`config.mk`:
```
export PLATFORM = sky130hd
export DESIGN_NAME = bsm_ctrl
export DESIGN_NICKNAME = d
export VERILOG_FILES = /design/src/pkg/bsm_pkg.sv /design/src/rtl/bsm_ctrl.sv
export VERILOG_INCLUDE_DIRS = /design/src /design/src/pkg
export SDC_FILE = /design/constraint.sdc
export NUM_CORES = 1
export LEC_CHECK = 0
export BUFFER_PORTS_ARGS = -buffer_cell sky130_fd_sc_hd__buf_4
export CAP_MARGIN = 20
export CORE_AREA = 8 8 95 97
export DETAILED_ROUTE_END_ITERATION = 6
export DIE_AREA = 0 0 103 105
export PLACE_DENSITY = 0.77
export SLEW_MARGIN = 20
export SYNTH_ARGS = -nofsm -noshare
export SYNTH_HDL_FRONTEND = slang
export SYNTH_SLANG_ARGS = --single-unit
```
`constraint.sdc`:
```
create_clock -name ref_clk -period 3.3 [get_ports ref_clk]
set_input_delay 0.495 -clock ref_clk [delete_from_list [all_inputs] [get_ports ref_clk]]
set_output_delay 0.495 -clock ref_clk [all_outputs]
set_load 0.02 [all_outputs]
```
`src/pkg/bsm_consts.svh`:
```
`ifndef BSM_CONSTS_SVH
`define BSM_CONSTS_SVH
// Behaviour
// - Arm bit settable only with input rail present; cleared when rail drops in forward mode.
// - Armed and rail below trip: stop charging, force reverse output on.
// - Backup entry sets input status code to 1100.
// - Backup entry pulses interrupt low; change flag set only if unmasked.
// - Trip threshold is the input floor scaled by a two-bit ratio field.
// - Host writes of 1 to reverse output enable ignored while rail high.
// - Backup trigger sets input gate drive disable, opening port-one pair.
// - Input overvoltage opens port-one pair and moves into backup operation.
// - Without port-one pair at reset, arm bit held at zero.
// - Backup ends on low battery or host clearing reverse output enable.
// - Return-to-port-one write clears drive disable, enables gate, disarms.
// - Port-one gate enable reads 1 only when port-one source is valid.
// - Clearing reverse enable with return bit set: charge, clear return, re-arm.
// - Re-arm transition skips detection and keeps input floor value.
// - Otherwise adapter attach runs the normal power-up detection sequence.
// - Disarmed return: return bit, confirm, clear return, clear reverse enable.
// - Discharge limited for limit codes 00, 01, 10; unlimited for 11.
// - Without gates, converter starts 5 ms after reverse enable goes high.
`define BSM_REG_RETURN      8'h16
`define BSM_REG_CTRL        8'h00
`define BSM_REG_STATUS      8'h01
`define BSM_REG_CFG         8'h02
`define BSM_REG_FLOOR       8'h03
`define BSM_BIT_RETURN      0
`define BSM_BIT_ARM         0
`define BSM_BIT_REV         1
`define BSM_BIT_GATE_DIS    2
`define BSM_BIT_BOTH_DIS    3
`define BSM_BIT_P1_EN       4
`define BSM_BIT_P2_EN       5
`define BSM_BIT_MASK        6
`define BSM_STAT_BACKUP     4'hc
`define BSM_STAT_NONE       4'h0
`define BSM_STAT_ADAPTER    4'h1
`define BSM_LIMIT_OFF       2'h3
`define BSM_CLK_HZ          20000000
`define BSM_START_MS        5
`define BSM_START_CYC       ((`BSM_START_MS * `BSM_CLK_HZ + 999) / 1000)
`endif

```
`src/pkg/bsm_pkg.sv`:
```
package bsm_pkg;
  typedef enum logic [1:0] {
    BSM_FORWARD,
    BSM_BACKUP,
    BSM_REVERSE
  } bsm_mode_type;
  typedef struct packed {
    logic       wr;
    logic [7:0] addr;
    logic [7:0] data;
  } bsm_wr_type;
  typedef struct packed {
    logic       rail_present;
    logic       below_trip;
    logic       over_voltage;
    logic       batt_low;
    logic       port_one_valid;
    logic       port_two_valid;
  } bsm_sense_type;
endpackage

```
`src/rtl/bsm_ctrl.sv`:
```
`timescale 1ns/1ns
`include "bsm_consts.svh"
module bsm_ctrl #(
  parameter int START_CYC = `BSM_START_CYC
) (
  // Clock and reset
  input  wire logic              ref_clk,
  input  wire logic              sys_rst,
  // Register port from the serial slave
  input  wire bsm_pkg::bsm_wr_type reg_wr,
  input  wire logic [7:0]        reg_raddr,
  output logic [7:0]             reg_rdata,
  // Analog sense pins, asynchronous
  input  wire bsm_pkg::bsm_sense_type sense_pin,
  input  wire logic              port_one_pair_found,
  // Power stage controls
  output logic                   charge_enable,
  output logic                   reverse_switching,
  output logic                   port_one_gate_on,
  output logic                   port_two_gate_on,
  output logic                   discharge_limit_on,
  output logic                   detect_run,
  output logic [7:0]             trip_threshold,
  output logic                   int_n
);
  import bsm_pkg::*;

  localparam int CW = $clog2(START_CYC + 1);

  bsm_sense_type s1, s2, s3, sense;
  logic          pair_seen, pair_cap;
  bsm_mode_type  mode;
  logic          backup_arm, reverse_output_enable, return_to_port_one;
  logic          input_gate_drive_disable, both_gates_disable;
  logic          p1_req, p2_req, input_change_mask, input_change_flag;
  logic [3:0]    input_status_code;
  logic [1:0]    backup_trip_ratio, discharge_current_limit, input_overvoltage_level;
  logic [7:0]    input_voltage_floor;
  logic [CW-1:0] start_cnt;
  logic          rail_q, entry, ctrl_wr, rev_clear, rearm;
  logic [7:0]    wd;

  function automatic logic hit(input bsm_wr_type w, input logic [7:0] a);
    return w.wr && (w.addr == a);
  endfunction

  // Three stage input sampling
  always_ff @(posedge ref_clk or posedge sys_rst) begin
    if (sys_rst) begin
      s1 <= '0;
      s2 <= '0;
      s3 <= '0;
      sense <= '0;
    end else begin
      s1 <= sense_pin;
      s2 <= s1;
      s3 <= s2;
      for (int i = 0; i < $bits(sense); i++) begin
        if (s2[i] == s3[i]) begin
          sense[i] <= s3[i];
        end
      end
    end
  end

  // Strap capture after reset release
  // Strap is static while powered, so no synchroniser
  always_ff @(posedge ref_clk or posedge sys_rst) begin
    if (sys_rst) begin
      pair_seen <= 1'b0;
      pair_cap  <= 1'b0;
    end else if (!pair_seen) begin
      pair_seen <= 1'b1;
      pair_cap  <= port_one_pair_found;
    end
  end

  assign wd      = reg_wr.data;
  assign ctrl_wr = hit(reg_wr, `BSM_REG_CTRL);
  assign entry = pair_seen && backup_arm && mode == BSM_FORWARD &&
                 ((sense.rail_present && sense.below_trip) || sense.over_voltage);
  assign rev_clear = ctrl_wr && reverse_output_enable && !wd[`BSM_BIT_REV];
  assign rearm = rev_clear && return_to_port_one;

  always_ff @(posedge ref_clk or posedge sys_rst) begin
    if (sys_rst) begin
      rail_q <= 1'b0;
    end else begin
      rail_q <= sense.rail_present;
    end
  end

  always_ff @(posedge ref_clk or posedge sys_rst) begin
    if (sys_rst) begin
      mode <= BSM_FORWARD;
    end else if (entry) begin
      mode <= BSM_BACKUP;
    end else if (mode != BSM_FORWARD && (rev_clear || sense.batt_low)) begin
      mode <= BSM_FORWARD;
    end else if (mode == BSM_BACKUP && hit(reg_wr, `BSM_REG_RETURN) &&
                 wd[`BSM_BIT_RETURN]) begin
      mode <= BSM_REVERSE;
    end
  end

  always_ff @(posedge ref_clk or posedge sys_rst) begin
    if (sys_rst) begin
      backup_arm <= 1'b0;
    end else if (pair_seen && !pair_cap) begin
      backup_arm <= 1'b0;
    // Backup holds the rail itself, so only forward mode disarms
    // rail loss disarms
    end else if (!sense.rail_present && mode == BSM_FORWARD) begin
      backup_arm <= 1'b0;
    end else if (rearm) begin
      backup_arm <= 1'b1;
    // Arm stays set through backup so a return write can clear it
    // return disarms
    end else if (hit(reg_wr, `BSM_REG_RETURN) && wd[`BSM_BIT_RETURN]) begin
      backup_arm <= 1'b0;
    end else if (ctrl_wr) begin
      backup_arm <= wd[`BSM_BIT_ARM] && sense.rail_present;
    end
  end

  always_ff @(posedge ref_clk or posedge sys_rst) begin
    if (sys_rst) begin
      reverse_output_enable <= 1'b0;
    end else if (entry) begin
      reverse_output_enable <= 1'b1;
    // Battery cutoff wins over any host write
    end else if (sense.batt_low) begin
      reverse_output_enable <= 1'b0;
    // host set blocked while rail high
    end else if (ctrl_wr) begin
      reverse_output_enable <= wd[`BSM_BIT_REV] &&
                               (reverse_output_enable || !sense.rail_present);
    end
  end

  always_ff @(posedge ref_clk or posedge sys_rst) begin
    if (sys_rst) begin
      return_to_port_one <= 1'b0;
    end else if (rearm) begin
      return_to_port_one <= 1'b0;
    end else if (hit(reg_wr, `BSM_REG_RETURN)) begin
      return_to_port_one <= wd[`BSM_BIT_RETURN];
    end
  end

  always_ff @(posedge ref_clk or posedge sys_rst) begin
    if (sys_rst) begin
      input_gate_drive_disable <= 1'b0;
      both_gates_disable       <= 1'b0;
      p1_req                   <= 1'b0;
      p2_req                   <= 1'b0;
      input_change_mask        <= 1'b0;
    end else if (entry) begin
      input_gate_drive_disable <= 1'b1;
      p1_req                   <= 1'b0;
    end else if (hit(reg_wr, `BSM_REG_RETURN) && wd[`BSM_BIT_RETURN]) begin
      input_gate_drive_disable <= 1'b0;
      p1_req                   <= 1'b1;
    end else if (ctrl_wr) begin
      input_gate_drive_disable <= wd[`BSM_BIT_GATE_DIS];
      both_gates_disable       <= wd[`BSM_BIT_BOTH_DIS];
      p1_req                   <= wd[`BSM_BIT_P1_EN];
      p2_req                   <= wd[`BSM_BIT_P2_EN];
      input_change_mask        <= wd[`BSM_BIT_MASK];
    end
  end

  always_ff @(posedge ref_clk or posedge sys_rst) begin
    if (sys_rst) begin
      backup_trip_ratio       <= 2'h0;
      discharge_current_limit <= `BSM_LIMIT_OFF;
      input_overvoltage_level <= 2'h0;
      input_voltage_floor     <= 8'h00;
    end else begin
      if (hit(reg_wr, `BSM_REG_CFG)) begin
        backup_trip_ratio       <= wd[1:0];
        discharge_current_limit <= wd[3:2];
        input_overvoltage_level <= wd[5:4];
      end
      if (hit(reg_wr, `BSM_REG_FLOOR)) begin
        input_voltage_floor <= wd;
      end
    end
  end

  // threshold scaling
  // Registered, so it settles one clock after a write
  always_ff @(posedge ref_clk or posedge sys_rst) begin
    if (sys_rst) begin
      trip_threshold <= 8'h00;
    end else begin
      unique case (backup_trip_ratio)
        2'h0: trip_threshold <= input_voltage_floor - (input_voltage_floor >> 3);
        2'h1: trip_threshold <= input_voltage_floor - (input_voltage_floor >> 2);
        2'h2: trip_threshold <= (input_voltage_floor >> 1) + (input_voltage_floor >> 3);
        2'h3: trip_threshold <= input_voltage_floor >> 1;
      endcase
    end
  end

  always_ff @(posedge ref_clk or posedge sys_rst) begin
    if (sys_rst) begin
      input_status_code <= `BSM_STAT_NONE;
      input_change_flag <= 1'b0;
      int_n             <= 1'b1;
    end else begin
      int_n <= !entry;
      if (entry) begin
        input_status_code <= `BSM_STAT_BACKUP;
      end else if (mode == BSM_FORWARD) begin
        input_status_code <= sense.rail_present ? `BSM_STAT_ADAPTER : `BSM_STAT_NONE;
      end
      // Status read clears the flag; a same-cycle set wins
      if (entry && !input_change_mask) begin
        input_change_flag <= 1'b1;
      end else if (reg_raddr == `BSM_REG_STATUS) begin
        input_change_flag <= 1'b0;
      end
    end
  end

  always_ff @(posedge ref_clk or posedge sys_rst) begin
    if (sys_rst) begin
      detect_run <= 1'b0;
    end else begin
      detect_run <= sense.rail_present && !rail_q && mode == BSM_FORWARD &&
                    !return_to_port_one;
    end
  end

  // start delay
  // Counter saturates so a long reverse run cannot wrap
  always_ff @(posedge ref_clk or posedge sys_rst) begin
    if (sys_rst) begin
      start_cnt <= '0;
    end else if (!reverse_output_enable) begin
      start_cnt <= '0;
    end else if (start_cnt != CW'(START_CYC)) begin
      start_cnt <= start_cnt + 1'b1;
    end
  end

  always_ff @(posedge ref_clk or posedge sys_rst) begin
    if (sys_rst) begin
      reverse_switching  <= 1'b0;
      charge_enable      <= 1'b0;
      port_one_gate_on   <= 1'b0;
      port_two_gate_on   <= 1'b0;
      discharge_limit_on <= 1'b0;
    end else begin
      reverse_switching  <= reverse_output_enable &&
        ((start_cnt == CW'(START_CYC)) || (!input_gate_drive_disable && (p1_req || p2_req)));
      charge_enable      <= !reverse_output_enable && mode == BSM_FORWARD;
      port_one_gate_on   <= p1_req && sense.port_one_valid && !input_gate_drive_disable &&
                            !both_gates_disable;
      // Port two ignores the port-one drive disable
      port_two_gate_on   <= p2_req && sense.port_two_valid && !both_gates_disable;
      discharge_limit_on <= mode != BSM_FORWARD &&
                            discharge_current_limit != `BSM_LIMIT_OFF;
    end
  end

  always_comb begin
    unique case (reg_raddr)
      `BSM_REG_RETURN: reg_rdata = {7'h00, return_to_port_one};
      `BSM_REG_CTRL: reg_rdata = {1'b0, input_change_mask, port_two_gate_on, port_one_gate_on,
                                  both_gates_disable, input_gate_drive_disable,
                                  reverse_output_enable, backup_arm};
      `BSM_REG_STATUS: reg_rdata = {2'h0, mode, input_status_code};
      `BSM_REG_CFG: reg_rdata = {input_change_flag, 1'b0, input_overvoltage_level,
                                 discharge_current_limit, backup_trip_ratio};
      `BSM_REG_FLOOR: reg_rdata = input_voltage_floor;
      default: reg_rdata = 8'h00;
    endcase
  end
endmodule

```
==> impl_metrics.tcl, run 1 <==
set metrics [dict create \
    maxCapViolCount 0 \
    place_congestion 0.865 \
    critPathMaxFanout 11 \
    cts_root_buf "clkbuf_8" \
    path_cells "inv_2 > nand2_1 > mux2i_1 > ha_1 > nor2b_1 > o31ai_1 > a31oi_1 > a22o_1 > a21o_1" \
    n_fill_cell 647 \
    wl_per_cell_um 16.6 \
    fp.dieH_um 105 \
    grt_overflow 0 \
    dpl.cell_count 529 \
    syn_nets 428 \
    cpPeakStageDelay_ns 0.56 \
    ys_warn_count 0 \
    core_sq_um 7530 \
    dr_total_vias 3069 \
    area.sequential_sq_um 2160 \
    io_buffers 56 \
    vias_per_cell 5.63 \
    drt_iter0_drc 163 \
    path_class "flop to flop" \
    syn_inst 379 \
    setup_viol 0 \
    final_cells 545 \
    area_growth_pct 17.6 \
    synth_edf_count 0 \
    worst_slew_pin_slew_ns 0.584 \
    dr.pass1.iters 4 \
    r2r_slack_ns 0.48 \
    yosysMostFrequentCell "dfrtp_1" \
    r2r_end "trip_threshold[7]" \
    grt_max_degree 87 \
    yosys-top-cells-area "dfrtp_1, ha_1, nor2_1" \
    synthArstFlopShare_pct 100 \
    ys.flop_type "dfrtp_1" \
    holdBufCountCts 0 \
    path_clk_slew_ns 0.09 \
    slowest_stage "dfrtp_1" \
    drc 0 \
    worst-r2r-cell-count 9 \
    period_share_pct 85.4 \
    ys_seq_elements 86 \
    rows 32 \
    syn_area_sq_um 4130 \
    cts_resized 0 \
    yosysSeqAreaShare_pct 52.3 \
    hold_viol 0 \
    end_kind "flop" \
    dp_hpwl_mm 6.70 \
    die_area_sq_um 10800 \
    cts_buffers 9 \
    multiInputGateArea_sq_um 1850 \
    start_kind "flop" \
    period_needed_ns 2.82 \
    synth_commonest_cells "dfrtp_1, nor2_1, nand2_1, inv_1" \
    maxSlewViolCount 0 \
    synth_top_area_cell "dfrtp_1" \
    fmax_mhz 355 \
    final_antenna_net_count 0 \
    antenna_found_initial 0 \
    cts_htree_levels 3 \
    fin_skew_ns 0.0112 \
    power_density_nw_per_um2 458 \
    num_antenna_cells 0 \
    grt_pass1_vias 3177 \
    status "finished, final reports clean" \
    worstHoldPathType "input pin to async pin" \
    slew_headroom_pct 60.7 \
    clock_path_buffers 2 \
    layout-drive-gt1-share_pct 21.0 \
    routed_wl_mm 9.07 \
    cts_setup_buffers 0 \
    clock_sinks 86 \
    gr-usage-all-layers_pct 17.6 \
    nets 487 \
    crit_required_ns 3.55 \
    cts_tree "done" \
    reg2reg_from "backup_trip_ratio[1]" \
    vdd_drop_max_uv 357 \
    clkLatencyLatePin_ns 0.35 \
    crit_arrival_ns 3.07 \
    setup_tns_ns 0 \
    rsz0062_at_grt "no" \
    start_util_pct 54.8 \
    leakage_nw 2.20 \
    yosys.cell_types.count 60 \
    synth_top_area_share_pct 50.3 \
    syn_avg_cell_area_sq_um 10.9 \
    die_x_um 103 \
    grt_pass1_wl_mm 14.9 \
    io_pins 57 \
]
## cell type report
class | instances | share of cell area [%]
Sequential cell | 86 | 44.5
Clock inverter | 7 | 1.50
Multi-Input combinational cell | 263 | 38.1
Inverter | 20 | 1.57
Timing Repair Buffer | 58 | 9.24
Clock buffer | 9 | 2.55
Tap cell | 102 | 2.63
## power by group
part	switching, mW	internal, mW	leakage [nW]
combinational	0.165	0.150	1.01
sequential	0.0449	1.12	1.10
clock	0.387	0.352	0.0960
total	0.597	1.62	2.20
## how the worst max path moves through the flow
stage,endpoint,from,slack [ns],depth (start not counted)
after floorplan,backup_arm,sys_rst,0.59,1
after global placement,reg_rdata[1],reg_raddr[3],0.64,7
after detailed placement,trip_threshold[7],backup_trip_ratio[1],0.53,9
after CTS,trip_threshold[7],backup_trip_ratio[1],0.51,9
after global routing,trip_threshold[7],backup_trip_ratio[1],0.35,9
final,trip_threshold[7],backup_trip_ratio[1],0.48,9
## cell usage in the layout, fill, tap and decap left out, types with 3 or more instances in the layout
master	n
inv_1	16
mux2_2	7
nor4bb_1	4
o22ai_1	5
xnor2_1	11
o21a_1	3
nand4_1	4
a21o_1	3
maj3_1	6
nor2b_1	7
a31oi_1	3
nand3_1	16
nor4_1	3
a21oi_1	16
nor3_1	5
ha_1	13
buf_4	57
o21ai_1	11
nand4b_1	3
o211ai_1	3
o31ai_1	5
dfrtp_1	83
clkbuf_8	9
nand2_1	23
nor2_1	40
inv_2	3
xor2_1	8
dfstp_2	3
mux2i_1	14
mux2_1	10
a211oi_1	3
clkinv_2	3
## layer usage
layer  global-route usage, %  up-vias  routed length [um]
met5                       0        -                   0
met4                    8.89        0                 272
met3                    2.85       20                 395
met2                    30.2       75                4800
met1                    20.6     1513                3610
li1                        -     1461                   -
## cells by family after synthesis
family                     after synthesis  synth area share [%]
xor gates and xnor gates                19                  4.03
and+or+nand+nor                        125                  15.8
AOI/OAI and AO/OA                       66                  10.4
muxes                                   31                  8.04
adders and majority gates               21                  6.37
other                                    1                0.0909
DFF                                     86                  52.3
buffers and inverters                   30                  3.00
## critical path: cells and delay by family (launching register included)
| kind | cells | cell delay, ns |
|---|---|---|
| buf+inv | 1 | 0.17 |
| flops | 1 | 0.56 |
| mux | 1 | 0.37 |
| fa+ha+maj | 1 | 0.30 |
| compound gates | 4 | 0.91 |
| simple gates | 2 | 0.41 |
## registers in the layout, indices dropped and copies added (netlist names), 2 cells and up
signal / cells
backup_trip_ratio: 2
discharge_current_limit: 2
input_overvoltage_level: 2
input_status_code: 2
input_voltage_floor: 8
mode: 2
s1: 6
s2: 6
s3: 6
sense: 6
start_cnt: 17
trip_threshold: 8
## stage by stage
step                util (%)  power [mW]  setup WS (ns)  area [sq um]  hold WS [ns]
floorplan                  -        1.37          0.588          4130         0.331
global placement        61.8        1.49          0.642          4650         0.332
detailed placement      61.8        1.50          0.528          4650         0.335
CTS                     64.4        2.25          0.511          4850         0.224
global route            64.4        2.32          0.346          4850         0.221
finish                  64.4        2.22          0.482          4850         0.217
(Power assumes the default switching activity.)
==> run 2: changes to the inputs <==
Settings changed: CORE_AREA 8 8 95 97 to 8 8 94 96, DIE_AREA 0 0 103 105 to 0 0 102 104, PLACE_DENSITY 0.77 to 0.79.
Clock period 3.3 ns to 3.45 ns, I/O delays scaled along.
==> run 2 against run 1 <==
Net effect:
- wire length shrank 0.22%
- maximum frequency shrank 2.1%
- clock skew grew 0.0069 ns
- highest routed layer unchanged
==> impl_metrics.tcl, run 2 (same netlist as run 1, synthesis figures left out) <==
set metrics [dict create \
    start_kind "flop" \
    largest_register_ffs 17 \
    die_x_um 102 \
    endpoint "trip_threshold[7]" \
    layout-drive-gt1-share_pct 21.2 \
    critPathLaunch "backup_trip_ratio[1]" \
    routed_wl_mm 9.05 \
    n_fill_cell 623 \
    clkLatencyLatePin_ns 0.36 \
    fmax_mhz 348 \
    worst-r2r-cell-count 9 \
    maxSlewViolCount 0 \
    cts_tree "done" \
    path_class "flop to flop" \
    drt_iter0_drc 93 \
    design_area_sq_um 4830 \
    wl_per_cell_um 16.6 \
    vdd_drop_max_uv 242 \
    path_clk_slew_ns 0.10 \
    grt_max_degree 51 \
    placed_area_sq_um 4650 \
    grt_pass1_vias 3191 \
    r2r_end "trip_threshold[7]" \
    start_util_pct 55.4 \
    leakage_nw 2.20 \
    final_core_utilization_pct 64.9 \
    cts_resized 0 \
    dp_hpwl_mm 6.73 \
    r2r_slack_ns 0.57 \
    final_common_cell "dfrtp_1" \
    period_needed_ns 2.88 \
    cts_root_buf "clkbuf_8" \
    power_density_nw_per_um2 429 \
    multiInputGateArea_sq_um 1850 \
    drc 0 \
    slew_headroom_pct 44.4 \
    maxCapViolCount 0 \
    core_sq_um 7450 \
    holdBufCountCts 0 \
    io_pins 57 \
    fp.dieH_um 104 \
    dr.pass1.iters 4 \
    gr-usage-all-layers_pct 18.0 \
    whs_ns 0.268 \
    num_antenna_cells 0 \
    place_congestion 0.877 \
    nets 488 \
    largest-register "start_cnt" \
    die_area_sq_um 10600 \
    end_kind "flop" \
    worstHoldPathType "input pin to flop" \
    area_growth_pct 17.1 \
    final_antenna_net_count 0 \
    fin_skew_ns 0.0181 \
    vias_per_cell 5.62 \
    dr_total_vias 3071 \
    antenna_found_initial 0 \
    io_buffers 56 \
    area.sequential_sq_um 2160 \
    crit_required_ns 3.69 \
    layout_common_cells "dfrtp_1, buf_4, nor2_1, nand2_1" \
    grt_overflow 0 \
    worst_slew_pin_slew_ns 0.833 \
    status "finished, final reports clean" \
    cts_setup_buffers 0 \
    critPathMaxFanout 11 \
    cts_buffers 9 \
    setup_tns_ns 0 \
    largestRegisters "start_cnt x17, input_voltage_floor x8, trip_threshold x8" \
    clock_sinks 86 \
    clock_path_buffers 2 \
    reg2reg_from "backup_trip_ratio[1]" \
    setup_viol 0 \
    p_total_mw 2.07 \
    rsz0062_at_grt "no" \
    period_share_pct 83.4 \
    cts_htree_levels 3 \
    grt_pass1_wl_mm 15.3 \
    hold_viol 0 \
    crit_arrival_ns 3.12 \
    rows 32 \
]
## run 2: cell types whose count changed in the layout (fill, tap and decap cells not counted)
cell        previous run  this run
clkbuf_8               9        10
bufinv_16              1         0
clkinv_4               0         1
clkinvlp_4             2         1
buf_4                 57        59
buf_12                 1         0
## run 2: final cells by class
| cell class | instances | area share [%] |
|---|---|---|
| clock buffer | 10 | 2.85 |
| clock inverter | 6 | 0.907 |
| inverter | 20 | 1.58 |
| multi-input combinational | 263 | 38.2 |
| sequential | 86 | 44.6 |
| tap | 102 | 2.64 |
| timing repair buffer | 59 | 9.17 |
## run 2: critical path: stages (launching register included)
cell     delay, ns
dfrtp_1       0.58
inv_2         0.19
nand2_1       0.27
mux2i_1       0.35
ha_1          0.29
nor2b_1       0.14
o31ai_1       0.39
a31oi_1       0.17
a22o_1        0.21
a21o_1        0.17
## run 2: stage by stage
stage	setup slack, ns	instances
floorplan	0.716	379
detailed placement	0.648	530
CTS	0.619	546
global placement	0.751	530
finish	0.573	546
global route	0.435	546
## run 2: where the power goes
group          total (mW)  internal [mW]  switching [mW]  leakage [nW]
Sequential           1.11           1.07          0.0428          1.10
Clock               0.662          0.286           0.376        0.0930
Combinational       0.299          0.142           0.156          1.01
Total                2.07           1.50           0.575          2.20
## run 2: layer usage
| metal | track usage, % | vias to the layer above | routed length [um] |
|---|---|---|---|
| li1 | - | 1464 | - |
| met5 | 0 | - | 0 |
| met2 | 29.9 | 62 | 4570 |
| met1 | 21.8 | 1526 | 3880 |
| met4 | 7.97 | 0 | 236 |
| met3 | 3.35 | 19 | 364 |
## run 2: worst min path at each step
stage,cells after the start,startpoint,to
floorplan,0,s1[0],s2[0]
global placement,0,s1[0],s2[0]
detailed placement,0,s1[2],s2[2]
CTS,1,sense_pin[5],s1[5]
global route,1,sense_pin[4],s1[4]
finish,1,sense_pin[5],s1[5]
==> run 3: changes to the inputs <==
Settings changed: ABC_AREA set to 1, CORE_AREA 8 8 94 96 to 8 8 98 100, DIE_AREA 0 0 102 104 to 0 0 106 108.
Clock period 3.45 ns to 2.8 ns, I/O delays scaled along.
==> run 3 against run 2 <==
Net effect:
- critical path depth is 2 higher
- clock skew is 0.0031 ns lower
- first-iteration DRC count grew to 2.7 times the previous value
- register-to-register slack worse by 0.10 ns
- synthesized area is 11% higher
- core utilization is 0.79 points higher
- setup slack worse by 0.10 ns
- critical endpoint is now trip_threshold[4]
- largest power group unchanged
==> impl_metrics.tcl, run 3 <==
set metrics [dict create \
    io_pins 57 \
    start_util_pct 56.7 \
    hold_viol 0 \
    syn_nets 627 \
    leakage_nw 2.67 \
    reg2reg_from "backup_trip_ratio[1]" \
    dp_hpwl_mm 8.26 \
    critPathLaunch "backup_trip_ratio[1]" \
    die_area_sq_um 11400 \
    io_buffers 56 \
    worstHoldPathType "input pin to async pin" \
    end_kind "flop" \
    ys_warn_count 0 \
    yosys.cell_types.count 38 \
    synth_edf_count 0 \
    synth_commonest_cells "nand2_1, dfrtp_1, inv_1, nand3_1, nor2_1" \
    final_common_cell "nand2_1" \
    maxSlewViolCount 0 \
    critPathMaxFanout 8 \
    multiInputGateArea_sq_um 2050 \
    layout-drive-gt1-share_pct 18.2 \
    setup_tns_ns 0 \
    fp.dieH_um 108 \
    netSwitchingPower_mw 0.845 \
    yosysMostFrequentCell "nand2_1" \
    grt_overflow 0 \
    cts_tree "done" \
    core_sq_um 8050 \
    crit_arrival_ns 2.58 \
    design_area_sq_um 5290 \
    area_growth_pct 15.8 \
    setup_viol 0 \
    clock_path_buffers 2 \
    gr-usage-all-layers_pct 19.7 \
    antenna_found_initial 0 \
    placed_area_sq_um 5090 \
    largestRegisters "start_cnt x17, input_voltage_floor x8, trip_threshold x8" \
    routed_wl_mm 10.7 \
    status "finished, final reports clean" \
    period_share_pct 83.1 \
    maxCapViolCount 0 \
    seqPwrFrac_pct 51.5 \
    layout_common_cells "nand2_1, dfrtp_1, inv_1, buf_4" \
    synth_top_area_share_pct 45.5 \
    cts_buffers 9 \
    drc 0 \
    path_class "flop to flop" \
    place_ws_ns 0.512 \
    rsz0062_at_grt "no" \
    num_antenna_cells 0 \
    cts_root_buf "clkbuf_8" \
    yosys-top-cells-area "dfrtp_1, nand2_1, nand3_1" \
    nets 686 \
    period_needed_ns 2.33 \
    grt_pass1_wl_mm 18.3 \
    largest-register "start_cnt" \
    cts_htree_levels 3 \
    area.sequential_sq_um 2160 \
    path_clk_slew_ns 0.10 \
    largest_register_ffs 17 \
    clock_sinks 86 \
    grt_max_degree 49 \
    vdd_drop_max_uv 359 \
    drt_iter0_drc 252 \
    n_fill_cell 675 \
    clkLatencyLatePin_ns 0.36 \
    ys_seq_elements 86 \
    worst_slew_pin_slew_ns 0.682 \
    intPower_mw 1.87 \
    die_x_um 106 \
    fmax_mhz 430 \
    holdBufCountCts 0 \
    syn_inst 578 \
    yosysSeqAreaShare_pct 47.2 \
    start_kind "flop" \
    syn_area_sq_um 4570 \
    cts_resized 0 \
    vias_per_cell 5.44 \
    grt_pass1_vias 4024 \
    power_frac_comb_pct 16.8 \
    ys.flop_type "dfrtp_1" \
    synth_top_area_cell "dfrtp_1" \
    dr_total_vias 4065 \
    power_density_nw_per_um2 514 \
    dr.pass1.iters 5 \
    synthArstFlopShare_pct 100 \
    cts_setup_buffers 0 \
    switching_share_pct 31.1 \
    syn_avg_cell_area_sq_um 7.90 \
    crit_required_ns 3.05 \
    rows 33 \
    final_core_utilization_pct 65.6 \
    wl_per_cell_um 14.4 \
    final_antenna_net_count 0 \
    place_congestion 0.894 \
    pwr-share-clk_pct 31.7 \
    p_total_mw 2.72 \
    fin_skew_ns 0.0150 \
    slew_headroom_pct 54.5 \
    fin_ws_ns 0.472 \
]
[run 3: changes by cell type after synthesis, moves of 7 or more]
cell / change
mux2i_1: -14
nand2_1: +135
nand3_1: +35
mux2_2: -7
xnor2_1: -11
mux2_1: -10
nor2b_1: -7
nor2_1: +11
inv_1: +48
nand4_1: +17
o21ai_2: +9
o21ai_0: +10
inv_2: +12
nor3_1: +12
[run 3: cells by family (layout without fill, tap and decap cells)]
family	after synthesis	after routing	synth area share [%]
compound gates	59	59	7.65
buf+inv	91	155	7.86
fa+ha+maj	21	21	5.76
other cells	1	1	0.0821
flops	86	86	47.2
simple gates	317	317	30.9
xor+xnor	3	3	0.576
[run 3: routing by layer]
| metal | vias to the layer above | track usage [%] | share of wire, % |
|---|---|---|---|
| li1 | 1993 | - | - |
| met1 | 1921 | 24.6 | 43 |
| met2 | 133 | 32.8 | 50 |
| met3 | 18 | 4.05 | 5.3 |
| met4 | 0 | 8.34 | 1.8 |
| met5 | - | 0 | 0 |
[run 3: cell type report]
| class | count | area share [%] |
|---|---|---|
| Clock buffer | 9 | 2.34 |
| Clock inverter | 7 | 1.40 |
| Inverter | 82 | 5.85 |
| Multi-Input combinational cell | 401 | 38.8 |
| Sequential cell | 86 | 40.8 |
| Tap cell | 105 | 2.49 |
| Timing Repair Buffer | 57 | 8.33 |
[run 3: power by group through the flow]
stage          Combinational, mW  Clock, mW  Sequential, mW
6_report                   0.456      0.861            1.40
4_1_cts                    0.461      0.875            1.40
3_5_place_dp               0.459          0            1.43
5_1_grt                    0.517      0.932            1.42
2_1_floorplan              0.248          0            1.45
3_3_place_gp               0.449          0            1.42
[run 3: path summary, 6_finish.rpt]
kind,end,slack [ns],depth (start not counted)
min reg2reg,s2[2],0.35,0
min,start_cnt[6],0.14,2
max reg2reg,trip_threshold[4],0.47,11
min in group ref_clk,s1[4],0.16,1
max,trip_threshold[4],0.47,11
max in group asynchronous,int_n,1.94,3
[run 3: through the flow]
| stage | cells | hold slack [ns] |
|---|---|---|
| 3_5_place_dp | 731 | 0.335 |
| 2_1_floorplan | 578 | 0.331 |
| 4_1_cts | 747 | 0.141 |
| 6_report | 747 | 0.142 |
| 5_1_grt | 747 | 0.124 |
| 3_3_place_gp | 731 | 0.332 |
[run 3: worst max-delay path, cell delays in order, from the launching register on]
cell and delay [ns]:
dfrtp_1 0.49, nor2_1 0.31, inv_1 0.17, o21ai_1 0.15, ha_1 0.15, inv_1 0.06, fa_1 0.43, nand3_1 0.10
nand3_1 0.08, xor2_1 0.14, nand2_1 0.06, nand3_1 0.07
